### src/logic/eptc_pkg.sv
// Shared constants and types for the panel timing and status command block
package eptc_pkg;
	// Command codes
	localparam logic [7:0] CMD_PANEL_CHECK = 8'h44;
	localparam logic [7:0] CMD_VCOM_INTERVAL = 8'h50;
	localparam logic [7:0] CMD_LOW_SUPPLY = 8'h51;
	localparam logic [7:0] CMD_NONOVERLAP = 8'h60;
	localparam logic [7:0] CMD_RESOLUTION = 8'h61;
	localparam logic [7:0] CMD_START_LINE = 8'h65;
	localparam logic [7:0] CMD_REVISION = 8'h70;
	localparam logic [7:0] CMD_STATUS = 8'h71;

	// Reset values
	localparam logic [7:0] VCOM_INTERVAL_RST = 8'hd7;
	localparam logic [7:0] NONOVERLAP_RST = 8'h22;
	localparam logic [23:0] RESOLUTION_RST = 24'h000000;
	localparam logic [23:0] START_LINE_RST = 24'h000000;

	// Field positions
	localparam int INTERVAL_LSB = 0;
	localparam int POL_LSB = 4;
	localparam int BORDER_LSB = 6;
	localparam int SGAP_LSB = 4;
	localparam int GGAP_LSB = 0;
	localparam int HRZ_LSB = 19;
	localparam int SSTART_LSB = 19;
	localparam int GSCAN_BIT = 12;

	// Timing figures
	localparam logic [4:0] INTERVAL_BASE_LINES = 5'h11;
	localparam logic [5:0] BLANKING_LINES = 6'h14;
	localparam logic [6:0] NONOVL_STEP = 7'h04;
	localparam int CLK_MHZ = 100;
	localparam int SUP_BUSY_US = 170;
	localparam int SUP_WINDOW_US = 500;
	localparam int SUP_BUSY_CYC = SUP_BUSY_US * CLK_MHZ;
	localparam int SUP_WINDOW_CYC = SUP_WINDOW_US * CLK_MHZ;

	// Waveform-table revision locations per bank
	localparam logic [12:0] OTP_BANK0_REV_ADDR = 13'h0aed;
	localparam logic [12:0] OTP_BANK1_REV_ADDR = 13'h16ed;

	// Identity nibbles, values arbitrary
	localparam logic [3:0] VENDOR_CODE = 4'h5;
	localparam logic [3:0] SILICON_REVISION = 4'h1;

	typedef enum logic [2:0] {
		TBL_FLOAT = 3'b000,
		TBL_RED = 3'b001,
		TBL_WHITE = 3'b010,
		TBL_BLACK = 3'b011,
		TBL_BLACK_TO_WHITE = 3'b100,
		TBL_WHITE_TO_BLACK = 3'b101,
		TBL_WHITE_HOLD = 3'b110,
		TBL_BLACK_HOLD = 3'b111
	} eptc_table_t;

	typedef enum logic [1:0] {
		SUP_IDLE = 2'b00,
		SUP_BUSY = 2'b01,
		SUP_HOLD = 2'b10
	} eptc_sup_state_t;
endpackage : eptc_pkg

### src/logic/eptc_serial_port.sv
// Serial byte engine for the 4-wire command port
`timescale 1ns/1ps
`default_nettype none
module eptc_serial_port (
	input wire logic i_core_clk,
	input wire logic i_rst_b,
	input wire logic i_csb,
	input wire logic i_scl,
	input wire logic i_sda_in,
	input wire logic i_dc,
	input wire logic i_tx_en,
	input wire logic i_tx_load,
	input wire logic [7:0] i_tx_byte,
	output logic o_rx_valid,
	output logic [7:0] o_rx_byte,
	output logic o_rx_dc,
	output logic o_sda_out,
	output logic o_sda_oe_b
);
	typedef struct packed {
		logic [1:0] csb_s;
		logic [2:0] scl_s;
		logic [1:0] sda_s;
		logic [1:0] dc_s;
		logic [2:0] bit_cnt;
		logic [7:0] shift;
		logic rx_valid;
		logic [7:0] rx_byte;
		logic rx_dc;
		logic [7:0] tx;
		logic sda_out;
		logic oe_b;
	} eptc_serial_state_t;

	eptc_serial_state_t s_q;
	eptc_serial_state_t s_d;
	logic scl_rise;
	logic scl_fall;

	always_comb begin
		s_d = s_q;
		s_d.csb_s = {s_q.csb_s[0], i_csb};
		s_d.scl_s = {s_q.scl_s[1:0], i_scl};
		s_d.sda_s = {s_q.sda_s[0], i_sda_in};
		s_d.dc_s = {s_q.dc_s[0], i_dc};
		// Edges seen only on the second stage, the first stage feeds nothing else
		scl_rise = s_q.scl_s[1] & ~s_q.scl_s[2];
		scl_fall = ~s_q.scl_s[1] & s_q.scl_s[2];
		s_d.rx_valid = 1'b0;
		if (s_q.csb_s[1]) begin
			s_d.bit_cnt = 3'h0;
		end else if (scl_rise) begin
			s_d.shift = {s_q.shift[6:0], s_q.sda_s[1]};
			s_d.bit_cnt = s_q.bit_cnt + 3'h1;
			if (s_q.bit_cnt == 3'h7) begin // [RL23]
				s_d.rx_valid = 1'b1;
				s_d.rx_byte = {s_q.shift[6:0], s_q.sda_s[1]};
				s_d.rx_dc = s_q.dc_s[1];
			end
		end else if (scl_fall && s_q.bit_cnt != 3'h0) begin
			// Falling edge after the last bit keeps the fresh byte's MSB on the line
			s_d.tx = {s_q.tx[6:0], 1'b0};
		end
		if (i_tx_load) begin
			s_d.tx = i_tx_byte;
		end
		s_d.sda_out = s_d.tx[7];
		s_d.oe_b = ~(i_tx_en & ~s_q.csb_s[1] & s_q.dc_s[1]); // [RL23]
	end

	always_ff @(posedge i_core_clk or negedge i_rst_b) begin
		if (!i_rst_b) begin
			s_q <= '{csb_s: 2'h3, scl_s: 3'h0, sda_s: 2'h0, dc_s: 2'h0, bit_cnt: 3'h0, shift: 8'h00,
				rx_valid: 1'b0, rx_byte: 8'h00, rx_dc: 1'b0, tx: 8'h00, sda_out: 1'b0, oe_b: 1'b1};
		end else begin
			s_q <= s_d;
		end
	end

	assign o_rx_valid = s_q.rx_valid;
	assign o_rx_byte = s_q.rx_byte;
	assign o_rx_dc = s_q.rx_dc;
	assign o_sda_out = s_q.sda_out;
	assign o_sda_oe_b = s_q.oe_b;
endmodule : eptc_serial_port
`default_nettype wire

### src/logic/eptc_panel_timing.sv
// Panel timing configuration, waveform-table selection and status readout
`timescale 1ns/1ps
`default_nettype none
//
// Contract
// [RL1] Interval code gives 17 minus code lines
// [RL2] Vertical blanking stays twenty lines total; code sets front porch 0 when back porch exceeds 20
// [RL3] Three-colour border code picks table by polarity
// [RL4] Two-colour border: floating or transition table
// [RL5] Border level follows table level codes
// [RL6] Upper polarity for red, lower for data
// [RL7] Red polarity 0: red bit selects red
// [RL8] Red polarity 1: clear red bit selects red
// [RL9] Old/new pair picks one of four tables
// [RL10] New-data only mode maps single bit
// [RL11] Low-supply read returns flag in bit 0
// [RL12] Low-supply check holds busy 170 us
// [RL13] Host sends checks only while idle
// [RL14] Non-overlap gap is four times code+1
// [RL15] Resolution from five and nine bit fields
// [RL16] Last gate and source from resolution
// [RL17] Start lines set; source start multiple eight
// [RL18] Gate-scan bit selects cascade scanning
// [RL19] Revision read: table revision then identity
// [RL20] Status read returns seven flag bits
// [RL21] Panel check result: 0 fail, 1 pass
// [RL22] Status read accepted even while busy
// [RL23] Code byte with select low, then parameters
// [RL24] Settings reset to defaults, apply next frame
module eptc_panel_timing #(
	parameter int SUP_BUSY_CYC = eptc_pkg::SUP_BUSY_CYC,
	parameter int SUP_WINDOW_CYC = eptc_pkg::SUP_WINDOW_CYC
) (
	input wire logic i_core_clk,
	input wire logic i_rst_b,
	input wire logic i_csb,
	input wire logic i_scl,
	input wire logic i_sda_in,
	input wire logic i_dc,
	output logic o_sda_out,
	output logic o_sda_oe_b,
	output logic o_busy_b,
	input wire logic i_frame_start,
	input wire logic i_two_colour_select,
	input wire logic [5:0] i_back_porch_lines,
	input wire logic i_pixel_valid,
	input wire logic i_new_frame_data,
	input wire logic i_old_frame_data,
	output eptc_pkg::eptc_table_t o_pixel_table,
	output logic o_pixel_table_valid,
	input wire logic [1:0] i_border_level_code,
	output eptc_pkg::eptc_table_t o_border_table,
	output logic [1:0] o_border_level,
	output logic o_border_drive,
	output logic [4:0] o_vcom_data_lines,
	output logic [5:0] o_front_porch_lines,
	output logic [6:0] o_source_to_gate_gap,
	output logic [6:0] o_gate_to_source_gap,
	output logic [7:0] o_first_source,
	output logic [7:0] o_last_source,
	output logic [8:0] o_first_gate,
	output logic [8:0] o_last_gate,
	output logic o_gate_scan_cascade,
	input wire logic i_low_supply_flag,
	input wire logic i_panel_check_result,
	output logic o_panel_check_en,
	input wire logic i_otp_bank_sel,
	output logic [12:0] o_otp_rev_addr,
	input wire logic [15:0] i_waveform_table_revision,
	input wire logic i_partial_mode_flag,
	input wire logic i_sensor_link_err,
	input wire logic i_sensor_link_busy_n,
	input wire logic i_frame_received,
	input wire logic i_power_on_state,
	input wire logic i_power_off_state,
	input wire logic i_drv_busy_b
);
	typedef struct packed {
		logic [1:0] sup_sync;
		logic [1:0] chk_sync;
		logic cmd_ok;
		logic [7:0] cmd;
		logic [1:0] idx;
		logic [7:0] vcom_interval;
		logic [7:0] nonoverlap;
		logic [23:0] resolution;
		logic [23:0] start_line;
		logic [7:0] applied_cfg;
		eptc_pkg::eptc_sup_state_t sup_st;
		logic [15:0] sup_cnt;
		logic low_supply;
		logic panel_ok;
		logic [7:0] tx_byte;
		logic tx_load;
		logic tx_en;
		logic busy_b;
		logic panel_check_en;
		eptc_pkg::eptc_table_t pixel_table;
		logic pixel_valid;
		eptc_pkg::eptc_table_t border_table;
		logic [1:0] border_level;
		logic border_drive;
		logic [4:0] vcom_lines;
		logic [5:0] front_porch;
		logic [6:0] sgap;
		logic [6:0] ggap;
		logic [7:0] first_src;
		logic [7:0] last_src;
		logic [8:0] first_gate;
		logic [8:0] last_gate;
		logic cascade;
		logic [12:0] otp_addr;
	} eptc_main_state_t;

	eptc_main_state_t s;
	eptc_main_state_t n;
	logic rx_valid;
	logic [7:0] rx_byte;
	logic rx_dc;
	logic busy_now;
	logic [7:0] flags_byte;

	function automatic logic is_read(input logic [7:0] cmd);
		return cmd == eptc_pkg::CMD_PANEL_CHECK || cmd == eptc_pkg::CMD_LOW_SUPPLY ||
			cmd == eptc_pkg::CMD_REVISION || cmd == eptc_pkg::CMD_STATUS;
	endfunction : is_read

	function automatic logic [7:0] read_byte(input logic [7:0] cmd, input logic [1:0] idx, input logic low,
			input logic pok, input logic [7:0] flags);
		case (cmd)
			eptc_pkg::CMD_LOW_SUPPLY: read_byte = {7'h00, low}; // [RL11]
			eptc_pkg::CMD_PANEL_CHECK: read_byte = {7'h00, pok}; // [RL21]
			eptc_pkg::CMD_STATUS: read_byte = flags; // [RL20]
			eptc_pkg::CMD_REVISION: begin // [RL19]
				case (idx)
					2'h0: read_byte = i_waveform_table_revision[7:0];
					2'h1: read_byte = i_waveform_table_revision[15:8];
					default: read_byte = {eptc_pkg::VENDOR_CODE, eptc_pkg::SILICON_REVISION};
				endcase
			end
			default: read_byte = 8'h00;
		endcase
	endfunction : read_byte

	function automatic logic [6:0] gap_clocks(input logic [3:0] code);
		return ({3'h0, code} + 7'h01) * eptc_pkg::NONOVL_STEP; // [RL14]
	endfunction : gap_clocks

	function automatic eptc_pkg::eptc_table_t pick_pixel(input logic two_col, input logic [1:0] pol,
			input logic newd, input logic oldd);
		logic [1:0] k;
		k = {newd, oldd} ^ {2{pol[0]}};
		if (!two_col) begin
			// Upper polarity applies to red data, lower to black/white data
			if (newd ^ pol[1]) begin // [RL6] [RL7] [RL8]
				pick_pixel = eptc_pkg::TBL_RED;
			end else begin
				pick_pixel = (oldd ^ pol[0]) ? eptc_pkg::TBL_BLACK : eptc_pkg::TBL_WHITE;
			end
		end else if (!pol[1]) begin
			case (k) // [RL9]
				2'h0: pick_pixel = eptc_pkg::TBL_WHITE_HOLD;
				2'h1: pick_pixel = eptc_pkg::TBL_BLACK_TO_WHITE;
				2'h2: pick_pixel = eptc_pkg::TBL_WHITE_TO_BLACK;
				default: pick_pixel = eptc_pkg::TBL_BLACK_HOLD;
			endcase
		end else begin
			pick_pixel = k[1] ? eptc_pkg::TBL_WHITE_TO_BLACK : eptc_pkg::TBL_BLACK_TO_WHITE; // [RL10]
		end
	endfunction : pick_pixel

	function automatic eptc_pkg::eptc_table_t pick_border(input logic two_col, input logic pol0,
			input logic [1:0] bsel);
		logic [1:0] v;
		v = bsel ^ {2{pol0}};
		case (v)
			2'h1: pick_border = two_col ? eptc_pkg::TBL_BLACK_TO_WHITE : eptc_pkg::TBL_RED; // [RL3] [RL4]
			2'h2: pick_border = two_col ? eptc_pkg::TBL_WHITE_TO_BLACK : eptc_pkg::TBL_WHITE;
			2'h3: pick_border = two_col ? eptc_pkg::TBL_FLOAT : eptc_pkg::TBL_BLACK;
			default: pick_border = eptc_pkg::TBL_FLOAT;
		endcase
	endfunction : pick_border

	eptc_serial_port u_port (
		.i_core_clk(i_core_clk),
		.i_rst_b(i_rst_b),
		.i_csb(i_csb),
		.i_scl(i_scl),
		.i_sda_in(i_sda_in),
		.i_dc(i_dc),
		.i_tx_en(s.tx_en),
		.i_tx_load(s.tx_load),
		.i_tx_byte(s.tx_byte),
		.o_rx_valid(rx_valid),
		.o_rx_byte(rx_byte),
		.o_rx_dc(rx_dc),
		.o_sda_out(o_sda_out),
		.o_sda_oe_b(o_sda_oe_b)
	);

	assign flags_byte = {1'b0, i_partial_mode_flag, i_sensor_link_err, i_sensor_link_busy_n, i_frame_received,
		i_power_on_state, i_power_off_state, i_drv_busy_b & (s.sup_st != eptc_pkg::SUP_BUSY)};

	always_comb begin
		n = s;
		busy_now = ~i_drv_busy_b | (s.sup_st == eptc_pkg::SUP_BUSY);
		n.sup_sync = {s.sup_sync[0], i_low_supply_flag};
		n.chk_sync = {s.chk_sync[0], i_panel_check_result};
		n.tx_load = 1'b0;
		case (s.sup_st)
			eptc_pkg::SUP_IDLE: n.sup_cnt = 16'h0000;
			eptc_pkg::SUP_BUSY: begin
				n.sup_cnt = s.sup_cnt + 16'h0001;
				if (s.sup_cnt == 16'(SUP_BUSY_CYC - 1)) begin // [RL12]
					n.sup_st = eptc_pkg::SUP_HOLD;
					n.low_supply = s.sup_sync[1];
					// Refresh a read already waiting on the line
					if (s.cmd_ok && s.cmd == eptc_pkg::CMD_LOW_SUPPLY && s.idx == 2'h0) begin
						n.tx_byte = read_byte(s.cmd, s.idx, n.low_supply, s.panel_ok, flags_byte);
						n.tx_load = 1'b1;
					end
				end
			end
			eptc_pkg::SUP_HOLD: begin
				n.sup_cnt = s.sup_cnt + 16'h0001;
				if (s.sup_cnt == 16'(SUP_WINDOW_CYC - 1)) begin
					n.sup_st = eptc_pkg::SUP_IDLE;
				end
			end
			default: n.sup_st = eptc_pkg::SUP_IDLE;
		endcase
		if (rx_valid) begin
			if (!rx_dc) begin // [RL23]
				n.cmd = rx_byte;
				n.idx = 2'h0;
				// Commands other than the status read are dropped while busy
				n.cmd_ok = (rx_byte == eptc_pkg::CMD_STATUS) || !busy_now; // [RL22] [RL13]
				n.tx_en = n.cmd_ok && is_read(rx_byte);
				n.panel_check_en = n.cmd_ok && rx_byte == eptc_pkg::CMD_PANEL_CHECK;
				if (n.panel_check_en) begin
					n.panel_ok = s.chk_sync[1]; // [RL21]
				end
				if (n.cmd_ok && rx_byte == eptc_pkg::CMD_LOW_SUPPLY && s.sup_st == eptc_pkg::SUP_IDLE) begin
					n.sup_st = eptc_pkg::SUP_BUSY; // [RL12]
					n.sup_cnt = 16'h0000;
				end
			end else if (s.cmd_ok) begin
				case (s.cmd)
					eptc_pkg::CMD_VCOM_INTERVAL: if (s.idx == 2'h0) n.vcom_interval = rx_byte;
					eptc_pkg::CMD_NONOVERLAP: if (s.idx == 2'h0) n.nonoverlap = rx_byte;
					eptc_pkg::CMD_RESOLUTION: begin // [RL15]
						case (s.idx)
							2'h0: n.resolution[23:16] = rx_byte;
							2'h1: n.resolution[15:8] = rx_byte;
							2'h2: n.resolution[7:0] = rx_byte;
							default: ;
						endcase
					end
					eptc_pkg::CMD_START_LINE: begin // [RL17]
						case (s.idx)
							2'h0: n.start_line[23:16] = rx_byte;
							2'h1: n.start_line[15:8] = rx_byte;
							2'h2: n.start_line[7:0] = rx_byte;
							default: ;
						endcase
					end
					default: ;
				endcase
				if (s.idx != 2'h3) begin
					n.idx = s.idx + 2'h1;
				end
			end
			n.tx_byte = read_byte(n.cmd, n.idx, n.low_supply, n.panel_ok, flags_byte); // [RL23]
			n.tx_load = n.tx_en;
		end
		// Settings reach the panel only at a frame boundary
		if (i_frame_start) begin // [RL24]
			n.applied_cfg = s.vcom_interval;
			n.vcom_lines = eptc_pkg::INTERVAL_BASE_LINES - {1'b0, s.vcom_interval[eptc_pkg::INTERVAL_LSB +: 4]}; // [RL1]
			n.front_porch = (i_back_porch_lines > eptc_pkg::BLANKING_LINES) ? 6'h00 :
				eptc_pkg::BLANKING_LINES - i_back_porch_lines; // [RL2]
			n.sgap = gap_clocks(s.nonoverlap[eptc_pkg::SGAP_LSB +: 4]);
			n.ggap = gap_clocks(s.nonoverlap[eptc_pkg::GGAP_LSB +: 4]);
			n.last_src = {s.resolution[eptc_pkg::HRZ_LSB +: 5], 3'h0} - 8'h01; // [RL16]
			n.last_gate = s.resolution[8:0] - 9'h001; // [RL16]
			// Low source bits ignored, host keeps the start on an 8-channel group
			n.first_src = {s.start_line[eptc_pkg::SSTART_LSB +: 5], 3'h0}; // [RL17]
			n.first_gate = s.start_line[8:0];
			n.cascade = s.start_line[eptc_pkg::GSCAN_BIT]; // [RL18]
		end
		n.pixel_valid = i_pixel_valid;
		if (i_pixel_valid) begin
			n.pixel_table = pick_pixel(i_two_colour_select, n.applied_cfg[eptc_pkg::POL_LSB +: 2],
				i_new_frame_data, i_old_frame_data);
		end
		n.border_table = pick_border(i_two_colour_select, n.applied_cfg[eptc_pkg::POL_LSB],
			n.applied_cfg[eptc_pkg::BORDER_LSB +: 2]);
		n.border_level = i_border_level_code; // [RL5]
		n.border_drive = n.border_table != eptc_pkg::TBL_FLOAT;
		n.busy_b = i_drv_busy_b & (n.sup_st != eptc_pkg::SUP_BUSY); // [RL12]
		n.otp_addr = i_otp_bank_sel ? eptc_pkg::OTP_BANK1_REV_ADDR : eptc_pkg::OTP_BANK0_REV_ADDR; // [RL19]
	end

	always_ff @(posedge i_core_clk or negedge i_rst_b) begin
		if (!i_rst_b) begin
			s <= '0;
			s.vcom_interval <= eptc_pkg::VCOM_INTERVAL_RST;
			s.applied_cfg <= eptc_pkg::VCOM_INTERVAL_RST;
			s.nonoverlap <= eptc_pkg::NONOVERLAP_RST;
			s.resolution <= eptc_pkg::RESOLUTION_RST;
			s.start_line <= eptc_pkg::START_LINE_RST;
			s.low_supply <= 1'b1;
			s.busy_b <= 1'b1;
		end else begin
			s <= n;
		end
	end

	assign o_busy_b = s.busy_b;
	assign o_pixel_table = s.pixel_table;
	assign o_pixel_table_valid = s.pixel_valid;
	assign o_border_table = s.border_table;
	assign o_border_level = s.border_level;
	assign o_border_drive = s.border_drive;
	assign o_vcom_data_lines = s.vcom_lines;
	assign o_front_porch_lines = s.front_porch;
	assign o_source_to_gate_gap = s.sgap;
	assign o_gate_to_source_gap = s.ggap;
	assign o_first_source = s.first_src;
	assign o_last_source = s.last_src;
	assign o_first_gate = s.first_gate;
	assign o_last_gate = s.last_gate;
	assign o_gate_scan_cascade = s.cascade;
	assign o_panel_check_en = s.panel_check_en;
	assign o_otp_rev_addr = s.otp_addr;
endmodule : eptc_panel_timing
`default_nettype wire

### config.mk
export PLATFORM = sky130hd
export DESIGN_NAME = eptc_panel_timing
export DESIGN_NICKNAME = d
export VERILOG_FILES = /design/src/logic/eptc_pkg.sv /design/src/logic/eptc_serial_port.sv /design/src/logic/eptc_panel_timing.sv
export SDC_FILE = /design/constraint.sdc
export NUM_CORES = 1
export LEC_CHECK = 0
export ABC_AREA = 0
export BUFFER_PORTS_ARGS = -buffer_cell sky130_fd_sc_hd__buf_2
export CAP_MARGIN = 20
export CORE_MARGIN = 8
export CORE_UTILIZATION = 62
export CTS_CLUSTER_DIAMETER = 200
export DETAILED_ROUTE_END_ITERATION = 10
export PLACE_DENSITY = 0.83
export RECOVER_POWER = 25
export SYNTH_ARGS = -nofsm -noshare
export SYNTH_HDL_FRONTEND = slang
export SYNTH_SLANG_ARGS = --single-unit
export TNS_END_PERCENT = 50
### constraint.sdc
create_clock -name i_core_clk -period 4.75 [get_ports i_core_clk]
set_input_delay 0.475 -clock i_core_clk [delete_from_list [all_inputs] [get_ports i_core_clk]]
set_output_delay 0.475 -clock i_core_clk [all_outputs]
set_load 0.03 [all_outputs]
# == Yosys cells after proc, flatten, opt, wreduce, memory -nomap -nowiden ==
# Index checks and enable logic that the tools add are counted.
# word_totals
out_inout_bits,87
ff_bits,234
# op_classes
eq_ne,35
add_sub_neg,9
mux,58
order_cmp,1
bitwise_logic,17
reduce_logical,38
# op_table
op,count
$eq A8 B7 Y1 const B,16
$mux W8,14
$mux W18,4
$mux W66,1
$pmux W8 S4,2
$mux W24,2
$mux W9,5
$reduce_and A5 Y1,8
$pmux W16 S2,1
$pmux W8 S2,2
$mux W21,1
$mux W10,2
$add A16 B1 Y16 const B,1
$eq A16 B15 Y1 const B,1
$eq A16 B16 Y1 const B,1
$mux W3,5
$mux W2,7
$mux W13,1
$pmux W2 S3,2
$add A4 B1 Y5 const B,2
$eq A2 B1 Y1 const B,5
$eq A2 B2 Y1 const B,5
$reduce_bool A2 Y1,5
$pmux W3 S3,1
25 further kinds,64

# == Depth between registers and ports, before layout ==
# Gate-level depths: netlist (run 1).
# depth
word_depth,11
mapped_depth,8
ltp_nobuf,7

# == By module ==
# From an unflattened synthesis (run 1), not the netlist that was laid out.
# unflattened
cells_unflattened,868
hier_area_um2,9628.0
# modules_own_cells
module,n_inst,cells_per_inst,seq_area_each_um2,area_per_inst_um2
eptc_panel_timing,1,748,4020.1,8021.4
eptc_serial_port,1,120,954.7,1606.5

# == Least setup slack after synthesis (run 1) ==
# OpenSTA, ideal clock, no wires.
# synth_timing
path_type,register to register
from,register u_port.s_q (netlist bit u_port.o_rx_byte[7])
to,register s[87] in the netlist's numbering
path_buffers,1
slack_ns,2.688
arrival_time_ns,1.933
stages_incl_launch_ff,7
path_cell_list,dfrtp_1 or4b_1 buf_2 nor4_1 mux2_2 a32oi_1 nand3_1
# synth_between
elab_chain_cells,7
elab_cells_between_ends,14
cone_classes,eq/ne (6); mux (6); reduce/logical (2)
# synth_lines
element,line,source
"start, declared",eptc_serial_port.sv:35,eptc_serial_state_t s_q;
"start signal, assigned",eptc_serial_port.sv:73,"s_q <= '{csb_s: 2'h3, scl_s: 3'h0, sda_s: 2'h0, dc_s: 2'h0, bit_cnt: 3'h0, shift: 8'h00,"
$eq A8 B7 Y1,eptc_panel_timing.sv:237,n.cmd_ok = (rx_byte == eptc_pkg::CMD_STATUS) || !busy_now;
$logic_or A1 B1 Y1,eptc_panel_timing.sv:237,
$logic_and A1 B1 Y1,eptc_panel_timing.sv:239,n.panel_check_en = n.cmd_ok && rx_byte == eptc_pkg::CMD_PANEL_CHECK;
$mux W1,eptc_panel_timing.sv:240,if (n.panel_check_en) begin
$mux W1,eptc_panel_timing.sv:233,if (!rx_dc) begin
$pmux W8 S4 *,eptc_panel_timing.sv:130,case (cmd)
$mux W10 *,eptc_panel_timing.sv:232,if (rx_valid) begin
"end signal, assigned",eptc_panel_timing.sv:315,s <= n;
"end, declared",eptc_panel_timing.sv:115,eptc_main_state_t s;
# Mark *: on every way between the ends. The rest lies on a longest branch, timed or not. The select of a mux whose other input is x is not followed.
# A chain may end at the register's enable or synchronous reset.

==> results.cfg, run 1 <==
[status]
status = finished, violations left
failed_checks = max-capacitance violations, max-slew violations

[finish]
fin_nets = 910
area.growth.synth_to_final_pct = 7.959
post_route_cells_drive_above_1_share_pct = 32.18
postLayoutCellArea_sq_um = 10030
filler_cell_count = 1041
antenna_cells = 0

[logic_synthesis]
post_synth_instance_area_sq_um = 9290
synth.most_common_cell = dfrtp_1
async_reset_ff_share_pct = 100.0
register_area_share_after_synthesis_pct = 53.55
yosys_warnings = 0
yosys.area.top_type = dfrtp_1
synth_edf_count = 0
synth.avg_cell_area_sq_um = 11.48
yosys.area.top_type_share_pct = 49.02
syn_inst = 809
synth.lib_cells_used.distinct = 58
netlist_top_cells_count = 182 x dfrtp_1, 99 x mux2_2, 80 x buf_4
synth.top_cells.by_area = dfrtp_1 49%, mux2_2 12%, buf_4 6.5%, dfstp_2 4.5%, nor2_1 2.4%
number_of_synthesized_register_bits = 198
ys_dominant_reg_cell = dfrtp_1

[cts]
post_cts_resized = 0
htreeDepth = 4
cts_setup_buffers = 0
cts_buffers = 17
cts-root-to-sink-buffers = 2
cts.root.buffer_cell = clkbuf_16
cts.clk_slew.worst_paths_ps = 70
cts_sinks = 198
clk-insertion-delay-late_ps = 430
tritoncts = done
hold_buffers = 0

[placed_design]
routabilityCongestion = 0.8594
placement.io_buffers = 121
placed_area_sq_um = 9463
detailed_place_hpwl_mm = 12.17

[worst_setup_path]
critical_path_required_ps = 5260
worstReg2RegStart = u_port.o_rx_dc
rrSetupSlack_ps = 2190
arrival_ps = 3180
setup.worst_path.end_class = asynchronous set/reset pin
crit_type = in -> async
crit_chain = clkbuf_2, buf_4
r2r_cells = 5
crit_fanout = 112
critPathTopFamily = buffers and inverters
r2r_end = s[149]
crit_slowest_cell = clkbuf_2
cp.buffers_inverters = 2
timing.critical_path.from_type = input port
critical_path.max_stage_delay_ps = 1840

[global_routing]
grt_overflow = 0
global_route_wire_length_before_repair_mm = 29.45
grt_antenna_before_repair = 0
pin_count_of_the_biggest_net_entering_global_routing = 113
grt_usage_pct = 18.61
via_count_of_the_first_global_routing_pass = 5822

[timing]
achievable-frequency_mhz = 375.8
hold_violations = 0
finalClockSkew_ps = 9.435
post_layout_minimum_cycle_time_ps = 2661
tightestPinTransition_ps = 2695
rsz_0062_raised_after_global_routing = false
final.setup.tns_ps = 0
relSlewSlack_pct = -79.64
worst_hold_slack_ps = 142.5
min_period_over_period_pct = 56.03
setup_viol = 0
timing_max_transition_violations_final = 113

[detailed_routing]
vias_per_cell = 5.510
drc_violations_left = 0
wl_mm = 17.70
routed-via-count = 5775
wl_per_cell_um = 16.89
detailedRoute.firstIterationViolations = 259
drt.antenna.violating_nets = 0
drt_pre_antenna_iters = 6

[pwr]
power.ir.vdd_worst_v = 0.0002575
power.density_nw_per_um2 = 339.4
total_leakage_power_nw = 4.878

[die]
placementRows = 44
core-area_sq_um = 14590
die_area_sq_um = 19160
dieWidth_um = 138.4
starting_density_of_the_core_pct = 63.68
die_h_um = 138.4
number_of_placed_i_o_pins = 132

[worst_hold_path]
beginning_of_the_worst_hold_path = i_csb
hold_depth = 1
hold_path_end = u_port.s_d[39]
min_delay_path_class = in -> reg

[run]
max-cap-violations = 1
## layer usage
layer  vias up  wire length (um)  global-route usage, %
li1       2769                 -                      -
met1      2847              7990                  24.06
met2       135              8424                  29.39
met3        24              1013                  5.445
met4         0               268                  6.407
met5         -                 0                      0
## through the flow
stage                     instances  total power, mW  setup slack, ps  util (%)
after floorplan                 818            1.975             2688         -
after global placement         1016            2.042             2286     64.86
after detailed placement       1016            2.049             2238     64.86
after CTS                      1048            3.432             2227     68.82
after global routing           1048            3.531             1541     68.75
final                          1048            3.404             2089     68.75
## where the power goes
group	switching, mW	internal (mW)
sequential	0.0385	1.75
clock	0.609	0.782
combinational	0.141	0.0790
## logic make-up after synthesis
group | after synthesis | synth area share [%]
compound gates | 88 | 6.142
flops | 198 | 53.55
buf+inv | 152 | 9.535
mux | 117 | 13.94
xor+xnor | 40 | 3.771
fa+ha+maj | 14 | 1.886
other cells | 2 | 0.08084
simple gates | 198 | 11.10
## worst max path at each step
stage	startpoint	end	slack [ps]	depth (start not counted)
3_5_place_dp	u_port.o_rx_dc	s[149]	2240	5
4_1_cts	u_port.o_rx_dc	s[149]	2230	5
6_report	i_rst_b	s[120]	2090	2
2_1_floorplan	u_port.o_rx_byte[7]	s[87]	2690	6
5_1_grt	i_rst_b	s[120]	1540	2
3_3_place_gp	u_port.o_rx_dc	s[151]	2290	5
## layout by cell type, fill, tap and decap left out, types with 21 or more instances in the layout
cell type and n:
xnor2_1 22, a21oi_1 21, dfrtp_1 182, nand2_1 40
inv_1 42, nand3_1 21, nor2_1 59, o21ai_0 34
mux2_2 99, buf_2 119
## state kept, by name, summed over array words and instances (netlist names), 2 cells and up
signal                flops
o_border_level            2
o_front_porch_lines       6
o_source_to_gate_gap      5
o_gate_to_source_gap      5
u_port.s_q               22
o_last_gate               9
u_port.o_rx_byte          8
o_pixel_table             3
o_first_gate              9
u_port.s_d                5
n                         2
o_otp_rev_addr            3
o_last_source             6
o_border_table            3
o_first_source            5
s                        92
o_vcom_data_lines         5
## final cells by class
class / instances / area [sq um] / share of cell area (%)
sequential: 198 / 4975 / 49.60
multi-input combinational: 468 / 3463 / 34.53
timing repair buffer: 124 / 626.9 / 6.250
clock buffer: 22 / 484.2 / 4.828
tap: 184 / 230.2 / 2.295
inverter: 42 / 157.7 / 1.572
clock inverter: 10 / 92.59 / 0.9232
(Power assumes the default switching activity.)
==> run 2: changes to the inputs <==
ABC_AREA = 1   (was 0)
CORE_UTILIZATION = 52   (was 62)
PLACE_DENSITY = 0.74   (was 0.83)
clock period = 2.2 ns   (was 4.75 ns; I/O delays follow)
==> run 2 against run 1 <==
  * The run now ends clean
  * Synthesized area up 2.6%
  * Clock power grew 120%
  * Register-to-register slack lost 1900 ps
  * Critical endpoint is now s[123]
  * Largest power group unchanged
  * Sequential power is 110% higher
  * Combinational power grew 130%
  * Sequential share of layout area decreased by 2.6 points
  * First-iteration DRC count grew 120%
  * Die area increased by 20%
  * Non-clock buffer count is 30 higher
==> results.cfg, run 2 <==
[status]
status = finished, final reports clean

[pwr]
total_leakage_power_nw = 5.333
switching_share_pct = 23.57
power_frac_comb_pct = 6.8
power.net_switching_mw = 1.742
pwr-share-seq_pct = 51.9
internal_power_mw = 5.649
power.density_nw_per_um2 = 698.1
power.ir.vdd_worst_v = 0.0005546
p_clk_share_pct = 41.3

[finish]
area.growth.synth_to_final_pct = 11.07
multi_input_comb_area_sq_um = 3431
filler_cell_count = 1604
postLayoutCellArea_sq_um = 10590
mostFrequentLayoutCell = nand2_1
fin_nets = 1249
post_route_cells_drive_above_1_share_pct = 18.37
layout.area.seq_sq_um = 4975
largestRegisters = s x92, u_port.s_q x22
regMostFlops = s
largest_register_ff_count = 92
most-common-layout-cells = 316 x nand2_1, 182 x dfrtp_1, 118 x buf_2, 107 x inv_1, 100 x nor2_1

[logic_synthesis]
post_synth_instance_area_sq_um = 9532
synth.top_cells.by_area = dfrtp_1 48%, nand2_1 12%, buf_4 6.5%, o21ai_0 5.2%, dfstp_2 4.4%
async_reset_ff_share_pct = 100.0
netlist_top_cells_count = 315 x nand2_1, 182 x dfrtp_1, 106 x inv_1
synth_edf_count = 0
yosys_warnings = 0
synth.avg_cell_area_sq_um = 8.556
syn_inst = 1114
ys_dominant_reg_cell = dfrtp_1
yosys.area.top_type = dfrtp_1
yosys.area.top_type_share_pct = 47.78
register_area_share_after_synthesis_pct = 52.19
synth.lib_cells_used.distinct = 46
synth.most_common_cell = nand2_1
number_of_synthesized_register_bits = 198

[timing]
rsz_0062_raised_after_global_routing = false
tightestPinTransition_ps = 1162
final.setup.tns_ps = 0
worst_hold_slack_ps = 18.79
timing_max_transition_violations_final = 0
min_period_over_period_pct = 86.76
finalClockSkew_ps = 7.308
hold_violations = 0
achievable-frequency_mhz = 523.9
final_critical_path_setup_slack_ps = 291.2
setup_viol = 0
relSlewSlack_pct = 22.53
post_layout_minimum_cycle_time_ps = 1909

[detailed_routing]
drc_violations_left = 0
vias_per_cell = 5.001
drt.antenna.violating_nets = 0
detailedRoute.firstIterationViolations = 568
wl_mm = 19.90
routed-via-count = 7166
drt_pre_antenna_iters = 5
wl_per_cell_um = 13.88

[global_routing]
global_route_wire_length_before_repair_mm = 32.82
grt_overflow = 0
pin_count_of_the_biggest_net_entering_global_routing = 72
grt_usage_pct = 17.92
grt_antenna_before_repair = 0
via_count_of_the_first_global_routing_pass = 6903

[die]
placementRows = 49
die_area_sq_um = 22920
number_of_placed_i_o_pins = 132
starting_density_of_the_core_pct = 53.06
core-area_sq_um = 17960
die_h_um = 151.4
dieWidth_um = 151.4

[worst_setup_path]
critical_path_required_ps = 2520
timing.critical_path.from_type = flop
arrival_ps = 2230
crit_fanout = 17
setup.worst_path.end_class = flop
crit_type = reg -> reg
crit_slowest_cell = dfrtp_1
critical_path.max_stage_delay_ps = 650
crit_chain = nand2_1, nor3_4, nand2_4, nor2_8, nor2_1, a21oi_1, inv_1

[cts]
htreeDepth = 4
hold_buffers = 13
cts.clk_slew.worst_paths_ps = 70
cts_sinks = 198
cts_setup_buffers = 0
tritoncts = done
cts_buffers = 17
cts.root.buffer_cell = clkbuf_16
post_cts_resized = 0
cts-root-to-sink-buffers = 2
clk-insertion-delay-late_ps = 430

[placed_design]
routabilityCongestion = 0.9094
pre_cts_ws_ps = 305.2
placement.io_buffers = 121
detailed_place_hpwl_mm = 14.41
placed_area_sq_um = 9884

[worst_hold_path]
min_delay_path_class = in -> reg

[run]
max-cap-violations = 0
==> run 2: cell types whose count changed in the layout (fill, tap and decap cells not counted), sizes merged, moves of 9 or more <==
cell / delta
xor2: -9
dlygate4sd3: +13
nor2: +46
buf: +15
nand3: +34
mux2: -99
inv: +68
nand2: +278
xnor2: -15
mux2i: -18
o21ai: +83
==> run 2: kinds of logic after synthesis <==
group / synth area share, %
xor+xnor: 1.470
other cells: 0.07879
simple gates: 22.75
buf+inv: 12.14
flops: 52.19
compound gates: 9.530
fa+ha+maj: 1.838
==> run 2: worst paths after layout <==
path	startpoint	end	slack [ps]	cells after the start
setup / recovery	u_port.o_rx_dc	s[123]	290	7
hold / removal	i_back_porch_lines[4]	o_front_porch_lines[4]	20	2
setup reg to reg	u_port.o_rx_dc	s[123]	290	7
hold reg to reg	u_port.s_d[36]	u_port.s_d[37]	350	0
max in group asynchronous	i_rst_b	s[176]	1020	3
min in group asynchronous	i_rst_b	o_otp_rev_addr[10]	360	2
==> run 2: layer usage <==
| metal | global-route usage, % | wire [um] | up-vias | share of wire, % |
|---|---|---|---|---|
| met5 | 0 | 0 | - | 0 |
| met4 | 5.344 | 257 | 0 | 1.3 |
| met3 | 3.705 | 1291 | 21 | 6.5 |
| met2 | 28.62 | 9247 | 180 | 46 |
| met1 | 24.16 | 9100 | 3371 | 46 |
| li1 | - | - | 3594 | - |
==> run 2: worst max-delay path: cells and delay by family, from the launching register on <==
kind	cells	cell delay (ps)
flops	1	650
compound gates	1	130
simple gates	5	960
buf+inv	1	50
==> run 2: area by class of cell <==
| type | count | share of cell area [%] |
|---|---|---|
| Tap cell | 229 | 2.707 |
| Clock inverter | 9 | 1.123 |
| Timing Repair Buffer | 154 | 8.521 |
| Inverter | 110 | 3.900 |
| Antenna cell | 1 | 0.02364 |
| Multi-Input combinational cell | 709 | 32.41 |
| Clock buffer | 23 | 4.326 |
| Sequential cell | 198 | 46.99 |
==> run 2: power groups by stage <==
stage                     sequential (mW)  clock (mW)  combinational (mW)
after floorplan                      3.91           0               0.336
after CTS                            3.84        3.13               0.517
after global placement               3.90           0               0.489
after detailed placement             3.90           0               0.499
final                                3.84        3.05               0.503
after global routing                 3.85        3.28               0.569
==> run 2: stage by stage <==
step	utilization [%]	std cells	total power [mW]
after global routing	58.92	1432	7.701
after detailed placement	55.03	1387	4.400
after global placement	55.03	1387	4.388
final	58.93	1433	7.391
after CTS	58.96	1432	7.485
after floorplan	-	1123	4.242
==> run 3: changes to the inputs <==
==> constraint.sdc (replaced) <==
create_clock -name i_core_clk -period 2.2 [get_ports i_core_clk]
set_input_delay 0.44 -clock i_core_clk [delete_from_list [all_inputs] [get_ports i_core_clk]]
set_output_delay 0.44 -clock i_core_clk [all_outputs]
set_load 0.03 [all_outputs]
==> run 3 against run 2 <==
  * Worst hold slack better by 83 ps
  * Maximum frequency decreased by 2.2%
  * Final area is 0.47% lower
  * Count of clock-buffer cells in the layout shrank 4
  * Sequential power hardly changed
  * First-iteration DRC count decreased by 11%
  * Wire length is 1.0% lower
  * Die area stayed put
  * Critical path type unchanged
==> results.cfg, run 3 (synthesis gave the netlist of run 2 again) <==
[status]
status = finished, final reports clean

[timing]
hold_violations = 0
timing_max_transition_violations_final = 0
relSlewSlack_pct = 6.384
min_period_over_period_pct = 88.69
setup_viol = 0
worst_hold_slack_ps = 101.6
finalClockSkew_ps = 12.77
achievable-frequency_mhz = 512.5
post_layout_minimum_cycle_time_ps = 1951
final.setup.tns_ps = 0
tightestPinTransition_ps = 1404
rsz_0062_raised_after_global_routing = false

[die]
placementRows = 49
core-area_sq_um = 17960
die_h_um = 151.4
starting_density_of_the_core_pct = 53.06
number_of_placed_i_o_pins = 132
dieWidth_um = 151.4
die_area_sq_um = 22920

[global_routing]
grt.met3_usage_pct = 4.123
grt_usage_pct = 17.68
globalRouteMet1Util_pct = 24.17
busiest_layer = met2
via_count_of_the_first_global_routing_pass = 6751
pin_count_of_the_biggest_net_entering_global_routing = 69
grt_antenna_before_repair = 0
grt_overflow = 0
grt.met2_usage_pct = 27.69
global_route_wire_length_before_repair_mm = 32.55

[pwr]
total_leakage_power_nw = 5.326
power.density_nw_per_um2 = 739.2
power.ir.vdd_worst_v = 0.0005497
design_power_total_mw = 7.789

[placed_design]
detailed_place_hpwl_mm = 14.24
routabilityCongestion = 0.9151
placed_area_sq_um = 9902
placement.io_buffers = 121
dp.cells = 1386

[detailed_routing]
wl_per_cell_um = 13.88
drt.antenna.violating_nets = 0
detailedRoute.firstIterationViolations = 503
routed-via-count = 7082
vias_per_cell = 4.991
drt_pre_antenna_iters = 5
wl_mm = 19.69
drc_violations_left = 0

[worst_setup_path]
r2r_end = s[127]
crit_cells = 7
critical_path_required_ps = 2520
crit_type = reg -> reg
startpoint = u_port.o_rx_dc
crit_chain = nand2_1, nor3_4, nand2_4, nor2_8, nor2_1, a21oi_1, inv_1
timing.critical_path.from_type = flop
crit_fanout = 17
rrSetupSlack_ps = 250
r2r_cells = 7
worstReg2RegStart = u_port.o_rx_dc
critPathTopFamily = simple AND/OR/NAND/NOR gates
critical_path.endpoint = s[127]
critical_path.max_stage_delay_ps = 680
setup.worst_path.end_class = flop
arrival_ps = 2270
crit_slowest_cell = dfrtp_1
cp.buffers_inverters = 1

[run]
max-cap-violations = 0

[finish]
regMostFlops = s
antenna_cells = 0
mostFrequentLayoutCell = nand2_1
fin_nets = 1236
most-common-layout-cells = 316 x nand2_1, 182 x dfrtp_1, 117 x buf_2, 107 x inv_1, 100 x nor2_1
postLayoutCellArea_sq_um = 10540
layoutNonFillerInstCount = 1419
post_route_cells_drive_above_1_share_pct = 18.57
largest_register_ff_count = 92
area.growth.synth_to_final_pct = 10.54
largestRegisters = s x92, u_port.s_q x22

[worst_hold_path]
min_delay_path_class = in -> reg
hold_depth = 1

[cts]
cts.clk_slew.worst_paths_ps = 70
cts_setup_buffers = 0
cts_sinks = 198
cts.root.buffer_cell = clkbuf_16
post_cts_resized = 0
clk-insertion-delay-late_ps = 430
tritoncts = done
cts_buffers = 17
htreeDepth = 4
cts-root-to-sink-buffers = 2
==> run 3: changes by cell type in the layout (fill, tap and decap cells not counted), sizes merged <==
| cell | delta |
|---|---|
| dlygate4sd3 | -12 |
| clkbuf | -1 |
| clkinv | +1 |
| inv | +2 |
| diode | -1 |
| clkinvlp | -2 |
| bufinv | +3 |
| buf | -4 |
==> run 3: what timing repair did <==
item / CTS / global route
hold buffers: 1 / 0
hold endpoints to repair: 42 / 0
endpoints found under the setup margin: 0 / 0
==> run 3: layout make-up <==
cell class / count / area (sq um)
clock inverter: 13 / 217.7
fill: 1555 / 7427
timing repair buffer: 141 / 770.7
tap: 229 / 286.5
clock buffer: 19 / 442.9
multi-input combinational: 709 / 3431
inverter: 110 / 412.9
sequential: 198 / 4975
==> run 3: where the power goes <==
group / total, mW / switching, mW / internal (mW) / leakage [nW]
logic: 0.484 / 0.343 / 0.141 / 2.53
registers: 3.84 / 0.0684 / 3.77 / 2.47
clock network: 3.47 / 1.39 / 2.08 / 0.326
total: 7.79 / 1.80 / 5.99 / 5.33
==> run 3: worst min path at each step <==
stage | startpoint | endpoint | slack [ps]
floorplan | i_rst_b | n[199] | 140
global placement | n[199] | s[199] | 330
detailed placement | n[201] | s[201] | 340
CTS | i_csb | u_port.s_d[39] | 80
global route | i_csb | u_port.s_d[39] | 80
finish | i_csb | u_port.s_d[39] | 100
==> run 3: routing by layer <==
metal  vias up  routed length [um]
li1       3576                   -
met1      3278                9236
met2       208                8842
met3        20                1396
met4         0                 216
met5         -                   0
==> run 3: worst reg2reg max path: stages (launching register included) <==
cell	delay (ps)
dfrtp_1	680
nand2_1	200
nor3_4	370
nand2_4	110
nor2_8	230
nor2_1	70
a21oi_1	130
inv_1	50
==> run 3: per-stage QoR <==
step | utilization (%) | setup WS (ps)
6_report | 58.65 | 248.8
5_1_grt | 58.65 | 88.56
4_1_cts | 58.86 | 264.6
3_5_place_dp | 55.12 | 315.6
3_3_place_gp | 55.12 | 386.1
2_1_floorplan | - | 608.0
